[config.mk]
export PLATFORM = sky130hd
export DESIGN_NAME = slwc_ctrl
export DESIGN_NICKNAME = d
export VERILOG_FILES = /design/src/slwc_pkg.sv /design/src/slwc_ctrl.sv
export SDC_FILE = /design/constraint.sdc
export NUM_CORES = 1
export LEC_CHECK = 0
export ABC_AREA = 1
export BUFFER_PORTS_ARGS = -buffer_cell sky130_fd_sc_hd__clkbuf_2
export CAP_MARGIN = 25
export CORE_ASPECT_RATIO = 0.5
export CORE_MARGIN = 8
export CORE_UTILIZATION = 39
export CTS_BUF_LIST = sky130_fd_sc_hd__clkbuf_16
export CTS_CLUSTER_SIZE = 20
export DETAILED_ROUTE_END_ITERATION = 8
export SETUP_SLACK_MARGIN = 0.1
export SLEW_MARGIN = 5
export SYNTH_ARGS = -nofsm -noshare
export SYNTH_HDL_FRONTEND = slang
export SYNTH_SLANG_ARGS = --single-unit
[constraint.sdc]
create_clock -name i_clk_sys -period 15.1 [get_ports i_clk_sys]
set_input_delay 0.755 -clock i_clk_sys [delete_from_list [all_inputs] [get_ports i_clk_sys]]
set_output_delay 0.755 -clock i_clk_sys [all_outputs]
set_load 0.1 [all_outputs]
[src/slwc_pkg.sv]
/*
 * shared constants for the segment display waveform controller: register
 * indexes, field positions, reset values, level codes and mode codes.
 * assumes a 32-bit apb slave where byte address = 4 * register index.
 */
package slwc_pkg;

    // register indexes, byte address is four times the index
    localparam logic [11:0] IDX_INDEX   = 12'hFB1;
    localparam logic [11:0] IDX_PORTAL  = 12'hFB2;
    localparam logic [11:0] IDX_CLOCK   = 12'hFB3;
    localparam logic [11:0] IDX_CTL0    = 12'hFB4;
    localparam logic [11:0] IDX_CTL1    = 12'hFB5;
    localparam logic [11:0] IDX_CTL2    = 12'hFB6;
    localparam logic [11:0] IDX_CTL3    = 12'hFB7;
    localparam logic [11:0] IDX_POWER   = 12'hFB8;

    localparam logic [7:0]  RST_REG     = 8'h00;
    localparam logic [4:0]  RST_INDEX   = 5'h00;

    // field positions
    localparam int CLK_PRE_LSB  = 4;
    localparam int CLK_FDIV_LSB = 0;
    localparam int CTL0_BDIV_LSB = 3;
    localparam int CTL0_BLNK_LSB = 1;
    localparam int CTL1_PUMP_BIT = 7;
    localparam int CTL1_CTR_LSB  = 0;
    localparam int CTL2_MODE_LSB = 0;
    localparam int CTL2_BANK_LSB = 4;
    localparam int CTL2_SRC_BIT  = 6;
    localparam int CTL3_WGEN_BIT = 0;
    localparam int PWR_EN_BIT    = 0;

    // display memory geometry
    localparam int          MEM_BYTES   = 12;
    localparam int          NUM_SEG     = 24;
    localparam int          NUM_COM     = 4;
    localparam logic [3:0]  LOW_LAST    = 4'hB;
    localparam logic [4:0]  BANK_A_BASE = 5'h00;
    localparam logic [4:0]  BANK_B_BASE = 5'h10;

    // phases per frame before dead cycles, and blink divider constants
    localparam logic [3:0]  PHASES_FULL  = 4'h8;
    localparam logic [3:0]  PHASES_THIRD = 4'h6;
    localparam logic [7:0]  BLINK_MULT   = 8'h04;
    localparam logic [4:0]  BDIV_BASE    = 5'h02;

    // drive level codes: gnd, 1/3 (or 1/2 in half bias), 2/3, full
    localparam logic [1:0]  LVL_GND  = 2'h0;
    localparam logic [1:0]  LVL_LOW  = 2'h1;
    localparam logic [1:0]  LVL_HIGH = 2'h2;
    localparam logic [1:0]  LVL_VLCD = 2'h3;

    // blink pattern and memory bank modes
    localparam logic [1:0]  BLINK_OFF  = 2'h0;
    localparam logic [1:0]  BLINK_ONE  = 2'h1;
    localparam logic [1:0]  BLINK_COL  = 2'h2;
    localparam logic [1:0]  BANK_A     = 2'h0;
    localparam logic [1:0]  BANK_B     = 2'h1;
    localparam logic [1:0]  BANK_ALT   = 2'h2;
    localparam logic [1:0]  BANK_BLANK = 2'h3;

    typedef enum logic [2:0] {
        DUTY_STATIC,
        DUTY_HALF,
        DUTY_THIRD,
        DUTY_QUARTER,
        DUTY_RSVD
    } slwc_duty_e;

endpackage

[src/slwc_ctrl.sv]
/*
 * segment display waveform controller: apb register file, display memory
 * portal, frame timing, common/segment level generation, frame/blink event.
 * assumes the apb master and the analog level drivers share i_clk_sys.
 */
// Added by the designer: the APB slave port.
`timescale 1ns/10ps
module slwc_ctrl (
    input  wire logic        i_clk_sys,
    input  wire logic        i_rst,
    input  wire logic        i_psel,
    input  wire logic        i_penable,
    input  wire logic        i_pwrite,
    input  wire logic [13:0] i_paddr,
    input  wire logic [31:0] i_pwdata,
    output logic      [31:0] o_prdata,
    output logic             o_pready,
    output logic             o_pslverr,
    output logic      [7:0]  o_com_level,
    output logic      [47:0] o_seg_level,
    output logic             o_bias_half,
    output logic             o_pump_on,
    output logic      [2:0]  o_pump_level,
    output logic             o_wave_active,
    output logic             o_display_event
);

    logic [4:0]  index_q;
    logic [7:0]  clock_q, ctl0_q, ctl1_q, ctl2_q, ctl3_q, power_q;
    logic [7:0]  a_clock_q, a_ctl0_q, a_ctl1_q, a_ctl2_q, a_ctl3_q;
    logic [7:0]  mem_q [0:slwc_pkg::NUM_SEG-1];
    logic [31:0] prdata_q;
    logic        run_q, frame_odd_q, blink_off_q, bank_sel_q, event_q;
    logic [4:0]  pre_cnt_q, fdiv_cnt_q;
    logic [3:0]  phase_q;
    logic [7:0]  blink_cnt_q;
    logic [7:0]  com_q;
    logic [47:0] seg_q;

    logic        setup, access, hit, portal_ok, is_portal;
    logic [11:0] widx;
    logic [4:0]  flat, next_index;
    logic [7:0]  wbyte, rd_byte;
    logic        pre_tick, phase_tick, frame_end, blink_tick;
    logic [4:0]  pre_top, fdiv_top;
    logic [3:0]  mode, act_phases, last_phase, dead;
    logic [1:0]  blink_mode, bank_mode;
    slwc_pkg::slwc_duty_e duty;
    logic        third_bias, type_b, out_en, dead_ph, pol;
    logic [1:0]  com_sel;

    // apb decode: answer in the first access cycle, no wait states
    assign setup     = i_psel & ~i_penable;
    assign access    = i_psel & i_penable;
    assign widx      = i_paddr[13:2];
    assign wbyte     = i_pwdata[7:0];
    assign is_portal = (i_paddr[1:0] == 2'h0) && (widx == slwc_pkg::IDX_PORTAL);
    assign hit       = (i_paddr[1:0] == 2'h0) && (widx >= slwc_pkg::IDX_INDEX)
                       && (widx <= slwc_pkg::IDX_POWER);
    assign o_pready  = access;
    assign o_pslverr = access & ~hit;
    assign o_prdata  = prdata_q;

    // portal address: bank select in bit 4, byte in the low nibble
    assign portal_ok = (index_q[3:0] <= slwc_pkg::LOW_LAST);
    assign flat = index_q[4] ? 5'(index_q[3:0] + 4'(slwc_pkg::MEM_BYTES))
                             : {1'b0, index_q[3:0]};
    assign rd_byte = portal_ok ? mem_q[flat] : 8'h00;

    // wrap at the end of each bank so streaming stays inside it
    always_comb begin
        if (index_q[3:0] >= slwc_pkg::LOW_LAST) begin
            next_index = index_q[4] ? slwc_pkg::BANK_B_BASE
                                    : slwc_pkg::BANK_A_BASE;
        end else begin
            next_index = 5'(index_q + 5'h01);
        end
    end

    // read data captured in the setup cycle, held through the access
    always_ff @(posedge i_clk_sys or posedge i_rst) begin
        if (i_rst) begin
            prdata_q <= 32'h0000_0000;
        end else if (setup && !i_pwrite) begin
            // unaligned words fall to the default arm and read as zero
            unique case (hit ? widx : 12'h000)
                slwc_pkg::IDX_INDEX:  prdata_q <= {27'h0, index_q};
                slwc_pkg::IDX_PORTAL: prdata_q <= {24'h0, rd_byte};
                slwc_pkg::IDX_CLOCK:  prdata_q <= {24'h0, clock_q};
                slwc_pkg::IDX_CTL0:   prdata_q <= {24'h0, ctl0_q};
                slwc_pkg::IDX_CTL1:   prdata_q <= {24'h0, ctl1_q};
                slwc_pkg::IDX_CTL2:   prdata_q <= {24'h0, ctl2_q};
                slwc_pkg::IDX_CTL3:   prdata_q <= {24'h0, ctl3_q};
                slwc_pkg::IDX_POWER:  prdata_q <= {24'h0, power_q};
                default:              prdata_q <= 32'h0000_0000;
            endcase
        end
    end

    // software copies of the control registers, readable at once
    always_ff @(posedge i_clk_sys or posedge i_rst) begin
        if (i_rst) begin
            clock_q <= slwc_pkg::RST_REG;
            ctl0_q  <= slwc_pkg::RST_REG;
            ctl1_q  <= slwc_pkg::RST_REG;
            ctl2_q  <= slwc_pkg::RST_REG;
            ctl3_q  <= slwc_pkg::RST_REG;
            power_q <= slwc_pkg::RST_REG;
        end else if (access && i_pwrite && hit) begin
            if (widx == slwc_pkg::IDX_CLOCK) clock_q <= wbyte;
            if (widx == slwc_pkg::IDX_CTL0)  ctl0_q  <= wbyte;
            if (widx == slwc_pkg::IDX_CTL1)  ctl1_q  <= wbyte;
            if (widx == slwc_pkg::IDX_CTL2)  ctl2_q  <= wbyte;
            if (widx == slwc_pkg::IDX_CTL3)  ctl3_q  <= wbyte;
            if (widx == slwc_pkg::IDX_POWER) power_q <= wbyte;
        end
    end

    // index register: written directly, bumped by any portal access
    always_ff @(posedge i_clk_sys or posedge i_rst) begin
        if (i_rst) begin
            index_q <= slwc_pkg::RST_INDEX;
        end else if (access && hit && widx == slwc_pkg::IDX_INDEX && i_pwrite) begin
            index_q <= wbyte[4:0];
        end else if (access && is_portal) begin
            index_q <= next_index;
        end
    end

    // display memory; reserved indexes swallow writes
    always_ff @(posedge i_clk_sys or posedge i_rst) begin
        if (i_rst) begin
            for (int i = 0; i < slwc_pkg::NUM_SEG; i++) begin
                mem_q[i] <= slwc_pkg::RST_REG;
            end
        end else if (access && i_pwrite && is_portal && portal_ok) begin
            mem_q[flat] <= wbyte;
        end
    end

    // active copies change on a frame boundary, or at once while stopped, to keep dc balance
    always_ff @(posedge i_clk_sys or posedge i_rst) begin
        if (i_rst) begin
            a_clock_q <= slwc_pkg::RST_REG;
            a_ctl0_q  <= slwc_pkg::RST_REG;
            a_ctl1_q  <= slwc_pkg::RST_REG;
            a_ctl2_q  <= slwc_pkg::RST_REG;
            a_ctl3_q  <= slwc_pkg::RST_REG;
        end else if (frame_end || !run_q) begin
            a_clock_q <= clock_q;
            a_ctl0_q  <= ctl0_q;
            a_ctl1_q  <= ctl1_q;
            a_ctl2_q  <= ctl2_q;
            a_ctl3_q  <= ctl3_q;
        end
    end

    // run flag ignores stop mode; a cleared enable finishes the frame
    always_ff @(posedge i_clk_sys or posedge i_rst) begin
        if (i_rst) begin
            run_q <= 1'b0;
        end else if (power_q[slwc_pkg::PWR_EN_BIT]) begin
            run_q <= 1'b1;
        end else if (frame_end) begin
            run_q <= 1'b0;
        end
    end

    // mode decode
    assign mode       = a_ctl2_q[slwc_pkg::CTL2_MODE_LSB +: 4];
    assign bank_mode  = a_ctl2_q[slwc_pkg::CTL2_BANK_LSB +: 2];
    assign blink_mode = a_ctl0_q[slwc_pkg::CTL0_BLNK_LSB +: 2];
    always_comb begin
        third_bias = 1'b0;
        type_b     = 1'b0;
        if (mode == 4'h0) begin
            duty = slwc_pkg::DUTY_STATIC;
        end else if (mode <= 4'h4) begin
            duty = slwc_pkg::DUTY_HALF;
        end else if (mode <= 4'h8) begin
            duty = slwc_pkg::DUTY_THIRD;
        end else if (mode <= 4'hC) begin
            duty = slwc_pkg::DUTY_QUARTER;
        end else begin
            duty = slwc_pkg::DUTY_RSVD;
        end
        if (duty != slwc_pkg::DUTY_STATIC && duty != slwc_pkg::DUTY_RSVD) begin
            // bit 1 of the code minus one marks the second pair of a group
            third_bias = |(4'(mode - 4'h1) & 4'h2);
            type_b     = ~mode[0];
        end
    end

    // pump sets level; without it the same field inserts dead cycles
    assign dead         = a_ctl1_q[slwc_pkg::CTL1_PUMP_BIT] ? 4'h0
                          : {1'b0, a_ctl1_q[slwc_pkg::CTL1_CTR_LSB +: 3]};
    assign o_pump_on    = run_q & a_ctl1_q[slwc_pkg::CTL1_PUMP_BIT];
    assign o_pump_level = o_pump_on ? a_ctl1_q[slwc_pkg::CTL1_CTR_LSB +: 3]
                                    : 3'h0;
    assign act_phases   = (duty == slwc_pkg::DUTY_THIRD) ? slwc_pkg::PHASES_THIRD
                                                         : slwc_pkg::PHASES_FULL;
    assign last_phase   = 4'(act_phases + dead - 4'h1);
    assign out_en       = run_q && a_ctl3_q[slwc_pkg::CTL3_WGEN_BIT]
                          && duty != slwc_pkg::DUTY_RSVD;
    assign o_wave_active = out_en;
    assign o_bias_half   = ~third_bias;

    // prescaler then frame divider, each one-cycle enables
    always_comb begin
        pre_top = 5'((6'h01 << a_clock_q[slwc_pkg::CLK_PRE_LSB +: 3]) - 6'h01);
        if (a_clock_q[slwc_pkg::CLK_PRE_LSB +: 3] > 3'h5) begin
            pre_top = 5'h1F;
        end
        if (a_clock_q[slwc_pkg::CLK_FDIV_LSB +: 4] <= 4'h6) begin
            fdiv_top = 5'(a_clock_q[slwc_pkg::CLK_FDIV_LSB +: 4] + 4'h7);
        end else begin
            fdiv_top = 5'({a_clock_q[slwc_pkg::CLK_FDIV_LSB +: 4], 1'b0} + 5'h01);
        end
    end
    assign pre_tick   = run_q && pre_cnt_q == pre_top;
    assign phase_tick = pre_tick && fdiv_cnt_q == fdiv_top;
    assign frame_end  = phase_tick && phase_q >= last_phase;

    always_ff @(posedge i_clk_sys or posedge i_rst) begin
        if (i_rst) begin
            pre_cnt_q  <= 5'h00;
            fdiv_cnt_q <= 5'h00;
            phase_q    <= 4'h0;
        end else if (!run_q) begin
            pre_cnt_q  <= 5'h00;
            fdiv_cnt_q <= 5'h00;
            phase_q    <= 4'h0;
        end else begin
            pre_cnt_q  <= pre_tick ? 5'h00 : 5'(pre_cnt_q + 5'h01);
            if (pre_tick) begin
                fdiv_cnt_q <= phase_tick ? 5'h00 : 5'(fdiv_cnt_q + 5'h01);
            end
            if (phase_tick) begin
                phase_q <= frame_end ? 4'h0 : 4'(phase_q + 4'h1);
            end
        end
    end

    // frame parity, blink divider, blink and bank state, event pulse
    always_ff @(posedge i_clk_sys or posedge i_rst) begin
        if (i_rst) begin
            frame_odd_q <= 1'b0;
            blink_cnt_q <= 8'h00;
            blink_off_q <= 1'b0;
            bank_sel_q  <= 1'b0;
            event_q     <= 1'b0;
        end else begin
            event_q <= 1'b0;
            if (frame_end) begin
                frame_odd_q <= ~frame_odd_q;
                blink_cnt_q <= blink_tick ? 8'h00 : 8'(blink_cnt_q + 8'h01);
                if (!a_ctl2_q[slwc_pkg::CTL2_SRC_BIT]) begin
                    event_q <= 1'b1;
                end
            end
            if (blink_tick) begin
                blink_off_q <= ~blink_off_q;
                if (bank_mode == slwc_pkg::BANK_ALT) begin
                    bank_sel_q <= ~bank_sel_q;
                end
                if (a_ctl2_q[slwc_pkg::CTL2_SRC_BIT]) begin
                    if (bank_mode == slwc_pkg::BANK_ALT) begin
                        event_q <= ~bank_sel_q;
                    end else if (blink_mode != slwc_pkg::BLINK_OFF) begin
                        event_q <= ~blink_off_q;
                    end
                end
            end
        end
    end
    assign blink_tick = frame_end && blink_cnt_q == 8'(slwc_pkg::BLINK_MULT
                        * 8'(a_ctl0_q[slwc_pkg::CTL0_BDIV_LSB +: 5] + slwc_pkg::BDIV_BASE)
                        - 8'h01);
    assign o_display_event = event_q;

    // phase to common slot and polarity
    assign dead_ph = phase_q >= act_phases;
    always_comb begin
        unique case (duty)
            slwc_pkg::DUTY_STATIC:  com_sel = 2'h0;
            slwc_pkg::DUTY_HALF:    com_sel = {1'b0, phase_q[2]};
            slwc_pkg::DUTY_THIRD:   com_sel = phase_q[2:1];
            slwc_pkg::DUTY_QUARTER: com_sel = phase_q[2:1];
            default:                com_sel = 2'h0;
        endcase
        pol = (type_b && duty != slwc_pkg::DUTY_STATIC) ? ~frame_odd_q : ~phase_q[0];
    end

    // common levels; unused commons rest at ground
    always_ff @(posedge i_clk_sys or posedge i_rst) begin
        if (i_rst) begin
            com_q <= 8'h00;
        end else begin
            for (int c = 0; c < slwc_pkg::NUM_COM; c++) begin
                if (!out_en || dead_ph) begin
                    com_q[2*c +: 2] <= slwc_pkg::LVL_GND;
                end else if (c == int'(com_sel)) begin
                    com_q[2*c +: 2] <= pol ? slwc_pkg::LVL_VLCD
                                           : slwc_pkg::LVL_GND;
                end else if (duty == slwc_pkg::DUTY_STATIC
                             || (duty == slwc_pkg::DUTY_HALF && c > 1)
                             || (duty == slwc_pkg::DUTY_THIRD && c > 2)) begin
                    com_q[2*c +: 2] <= slwc_pkg::LVL_GND;
                end else if (third_bias) begin
                    com_q[2*c +: 2] <= pol ? slwc_pkg::LVL_LOW : slwc_pkg::LVL_HIGH;
                end else begin
                    com_q[2*c +: 2] <= slwc_pkg::LVL_LOW;
                end
            end
        end
    end
    assign o_com_level = com_q;

    // segment levels from the selected bank nibble, blink and blank masks
    for (genvar s = 0; s < slwc_pkg::NUM_SEG; s++) begin : g_seg
        logic [7:0] byte_v;
        logic [3:0] nib;
        logic       on, hide;
        logic [1:0] lvl;
        assign byte_v = (bank_mode == slwc_pkg::BANK_B
                        || (bank_mode == slwc_pkg::BANK_ALT && bank_sel_q))
                        ? mem_q[s/2 + slwc_pkg::MEM_BYTES] : mem_q[s/2];
        assign nib    = (s % 2 == 1) ? byte_v[7:4] : byte_v[3:0];
        always_comb begin
            hide = 1'b0;
            if (bank_mode == slwc_pkg::BANK_BLANK) begin
                hide = 1'b1;
            end else if (bank_mode != slwc_pkg::BANK_ALT && blink_off_q) begin
                unique case (blink_mode)
                    slwc_pkg::BLINK_OFF: hide = 1'b0;
                    slwc_pkg::BLINK_ONE: hide = (s == 0) && (com_sel == 2'h0);
                    slwc_pkg::BLINK_COL: hide = (s == 0);
                    default:             hide = 1'b1;
                endcase
            end
            on = nib[com_sel] & ~hide;
            if (!out_en || dead_ph) begin
                lvl = slwc_pkg::LVL_GND;
            end else if (on) begin
                lvl = pol ? slwc_pkg::LVL_GND : slwc_pkg::LVL_VLCD;
            end else if (duty == slwc_pkg::DUTY_STATIC) begin
                lvl = pol ? slwc_pkg::LVL_VLCD : slwc_pkg::LVL_GND;
            end else if (third_bias) begin
                lvl = pol ? slwc_pkg::LVL_HIGH : slwc_pkg::LVL_LOW;
            end else begin
                lvl = slwc_pkg::LVL_LOW;
            end
        end
        always_ff @(posedge i_clk_sys or posedge i_rst) begin
            if (i_rst) begin
                seg_q[2*s +: 2] <= slwc_pkg::LVL_GND;
            end else begin
                seg_q[2*s +: 2] <= lvl;
            end
        end
    end
    assign o_seg_level = seg_q;

endmodule

==> flow_summary.toml <==
[outcome]
status = "finished clean"

[route]
drt_iter0_markers = 1770
vias = 18100
drc = 0
ant_nets = 0
wl_per_cell_um = 17.6
drt_pass1_iterations = 5
via_per_inst = 5.19
routed_wl_mm = 61.4

[yosys]
synth.cell_area_um2 = 20500
seq_area_frac_synth = 0.441
synthFlopType = "dfrtp_1"
synth_compound_area_frac = 0.154
synth_top_family_by_area = "simple AND/OR/NAND/NOR gates"
synth_fa_ha_area_frac = 0.0174
synth_area_leaders = "dfrtp_1, nand2_1, o21ai_0, nor2_1, o21ai_1"
yosys.area.top_type = "dfrtp_1"
yosys.cell_types.count = 51
synth_mux_area_frac = 0.000487
synth_top_area_frac = 0.441
yosys_warnings = 0
yosys.area_share.simple = 0.282
synth_xor_area_frac = 0.00853
synth_edf_count = 0
async_flop_share = 1.00
syn_area_per_cell_um2 = 7.49
ys_ff_latch = 362
syn-instance-count = 2740

[worst_setup_path]
worst-path-max-fanout = 47
cp.required_ns = 15.50
cp_slowest_cell = "a31oi_1"
startpoint_type = "flop"
crit_arrival_ns = 4.81
max_stage_delay_ns = 0.44
crit_chain = "inv_1, ha_1, inv_1, nor2_1, nor2_1, nor2_1, inv_1, ha_1, inv_1, ha_1, inv_1, fa_1, xor2_1, ha_1, nand2_1, inv_1, o21ai_0, nand2_1, a31oi_1, nor2_4, inv_4, nand2_4, nand2_1, o21ai_1"
worstSetupPathType = "flop to flop"
cpMostUsedCell = "inv_1"
endpoint_kind = "flop"

[power]
swShare = 0.242
p_per_area_nw_per_um2 = 87.1
combPwrFrac = 0.040
p_clk_frac = 0.461
leakagePower_nw = 11.5
vdd_ir_drop_max_v = 0.0000548
internal-power_mw = 1.48
p_seq_frac = 0.498
switching_power_mw = 0.470

[layout]
area_growth_pct = 8.90
final_cell_mix = "nand2_1, dfrtp_1, nor2_1"
diodes = 0
layout_commonest_cell = "nand2_1"
finalInstanceArea_um2 = 22400
nets = 2837
drive_gt1_frac = 0.115

[clock_network]
numCtsBuffers = 37
htreeDepth = 2
clock_path_buffers = 3
cts.sink_count = 362
cts_root_buffer = "clkbuf_16"
clk_latency_ns = 0.55
ctsResizeCount = 0
cts_setup_buffers = 0
tritoncts = "built"
postCtsHoldBufs = 0
clk_pin_slew_ns = 0.07

[sta]
post-route-period-util = 0.292
fin_skew_ns = 0.0213
slew_headroom = 0.288
hold_viol = 0
fmax_ghz = 0.227
period_needed_ns = 4.40
final.setup.tns_ns = 0
setup_violations = 0
rsz0062_at_grt = "no"
drv_slew = 0
worst_pin_slew_ns = 1.06

[worst_hold_path]
hp-class = "input port to async pin"

[grt]
grt_util_all_layers = 0.197
antenna_found_initial = 0
first_global_vias = 16900
grt_start_max_net_pins = 102
grt_pass1_wl_mm = 96.1
overflow = 0

[placed_design]
postPlaceCellArea_um2 = 21200
io_buffers = 99
place.gp.congestion = 0.874
dp_hpwl_mm = 41.1

[floorplanning]
dieHeight_um = 178
rows = 59
core_um2 = 52000
io_pins = 148
start_util = 0.395
dieArea_um2 = 60700
die_w_um = 341

[job]
cap_violations = 0
==> sequential cells by signal (all words and copies together) (netlist names), 4 cells and up <==
| register | cells |
|---|---|
| mem_q | 192 |
| o_seg_level | 48 |
| blink_cnt_q | 8 |
| clock_q | 8 |
| ctl0_q | 8 |
| ctl1_q | 8 |
| ctl2_q | 8 |
| ctl3_q | 8 |
| o_com_level | 8 |
| o_prdata | 8 |
| power_q | 8 |
| a_clock_q | 7 |
| a_ctl0_q | 7 |
| a_ctl2_q | 7 |
| fdiv_cnt_q | 5 |
| index_q | 5 |
| pre_cnt_q | 5 |
| a_ctl1_q | 4 |
| phase_q | 4 |
==> power groups by stage <==
stage | registers [mW] | logic (mW) | clock network (mW)
after floorplan | 0.988 | 0.0621 | 0
after global placement | 0.988 | 0.0789 | 0
after detailed placement | 0.988 | 0.0794 | 0
after CTS | 0.970 | 0.0795 | 0.914
after global routing | 0.969 | 0.0844 | 0.954
final | 0.970 | 0.0787 | 0.898
==> layout make-up <==
class	instances	area, um2
Inverter	248	941
Clock inverter	27	166
Tap cell	701	877
Multi-Input combinational cell	1979	9610
Clock buffer	39	976
Fill cell	5323	29600
Timing Repair Buffer	130	728
Sequential cell	362	9060
==> per-stage QoR <==
step	hold slack [ns]	setup WS (ns)	util	power, mW	cells
3_5_place_dp	0.446	10.73	0.408	1.07	3420
5_1_grt	0.406	10.23	0.430	2.01	3486
4_1_cts	0.376	10.69	0.430	1.96	3486
6_report	0.312	10.70	0.430	1.95	3486
2_1_floorplan	0.423	4.30	-	1.05	2763
3_3_place_gp	0.446	10.83	0.408	1.07	3420
==> worst paths after layout <==
kind,depth (start not counted),from,slack [ns],endpoint
worst max-delay path,24,a_ctl2_q[0],10.70,a_ctl0_q[7]
worst min-delay path,2,i_rst,0.31,mem_q[18]
worst max register to register,24,a_ctl2_q[0],10.70,a_ctl0_q[7]
worst min register to register,1,a_ctl2_q[6],0.45,o_display_event
max in group asynchronous,4,i_rst,12.57,pre_cnt_q[4]
min in group i_clk_sys,1,a_ctl2_q[6],0.45,o_display_event
==> cells in the mapped netlist (all sizes together) (3+ instances only) <==
master / instances
xnor2: 4
inv: 247
o221ai: 3
nand3: 113
o22ai: 7
ha: 27
and2: 11
a21oi: 89
nand2: 818
nor3: 8
o211ai: 9
o21ai: 475
nand4: 69
dfrtp: 362
nand3b: 7
or2: 10
buf: 98
clkbuf: 76
xor2: 16
nor2: 278
==> critical path: cells and delay by family (launching register included) <==
| family | cells | cell delay (ns) |
|---|---|---|
| buf+inv | 7 | 0.56 |
| simple gates | 8 | 1.31 |
| flops | 1 | 0.38 |
| compound gates | 3 | 0.58 |
| xor+xnor | 1 | 0.18 |
| fa+ha+maj | 5 | 1.25 |
==> kinds of logic after synthesis <==
logic type,after synthesis
other cells,1
simple gates,1318
xor+xnor,20
fa+ha+maj,28
flops,362
compound gates,588
mux,1
buf+inv,422
==> metal layers <==
layer / GRT usage / wire (um)
met2: 0.323 / 28300
met4: 0.0456 / 1170
met5: 0 / 0
met1: 0.275 / 27900
met3: 0.0300 / 4100
Note: power is estimated with default switching activity, not from simulation.
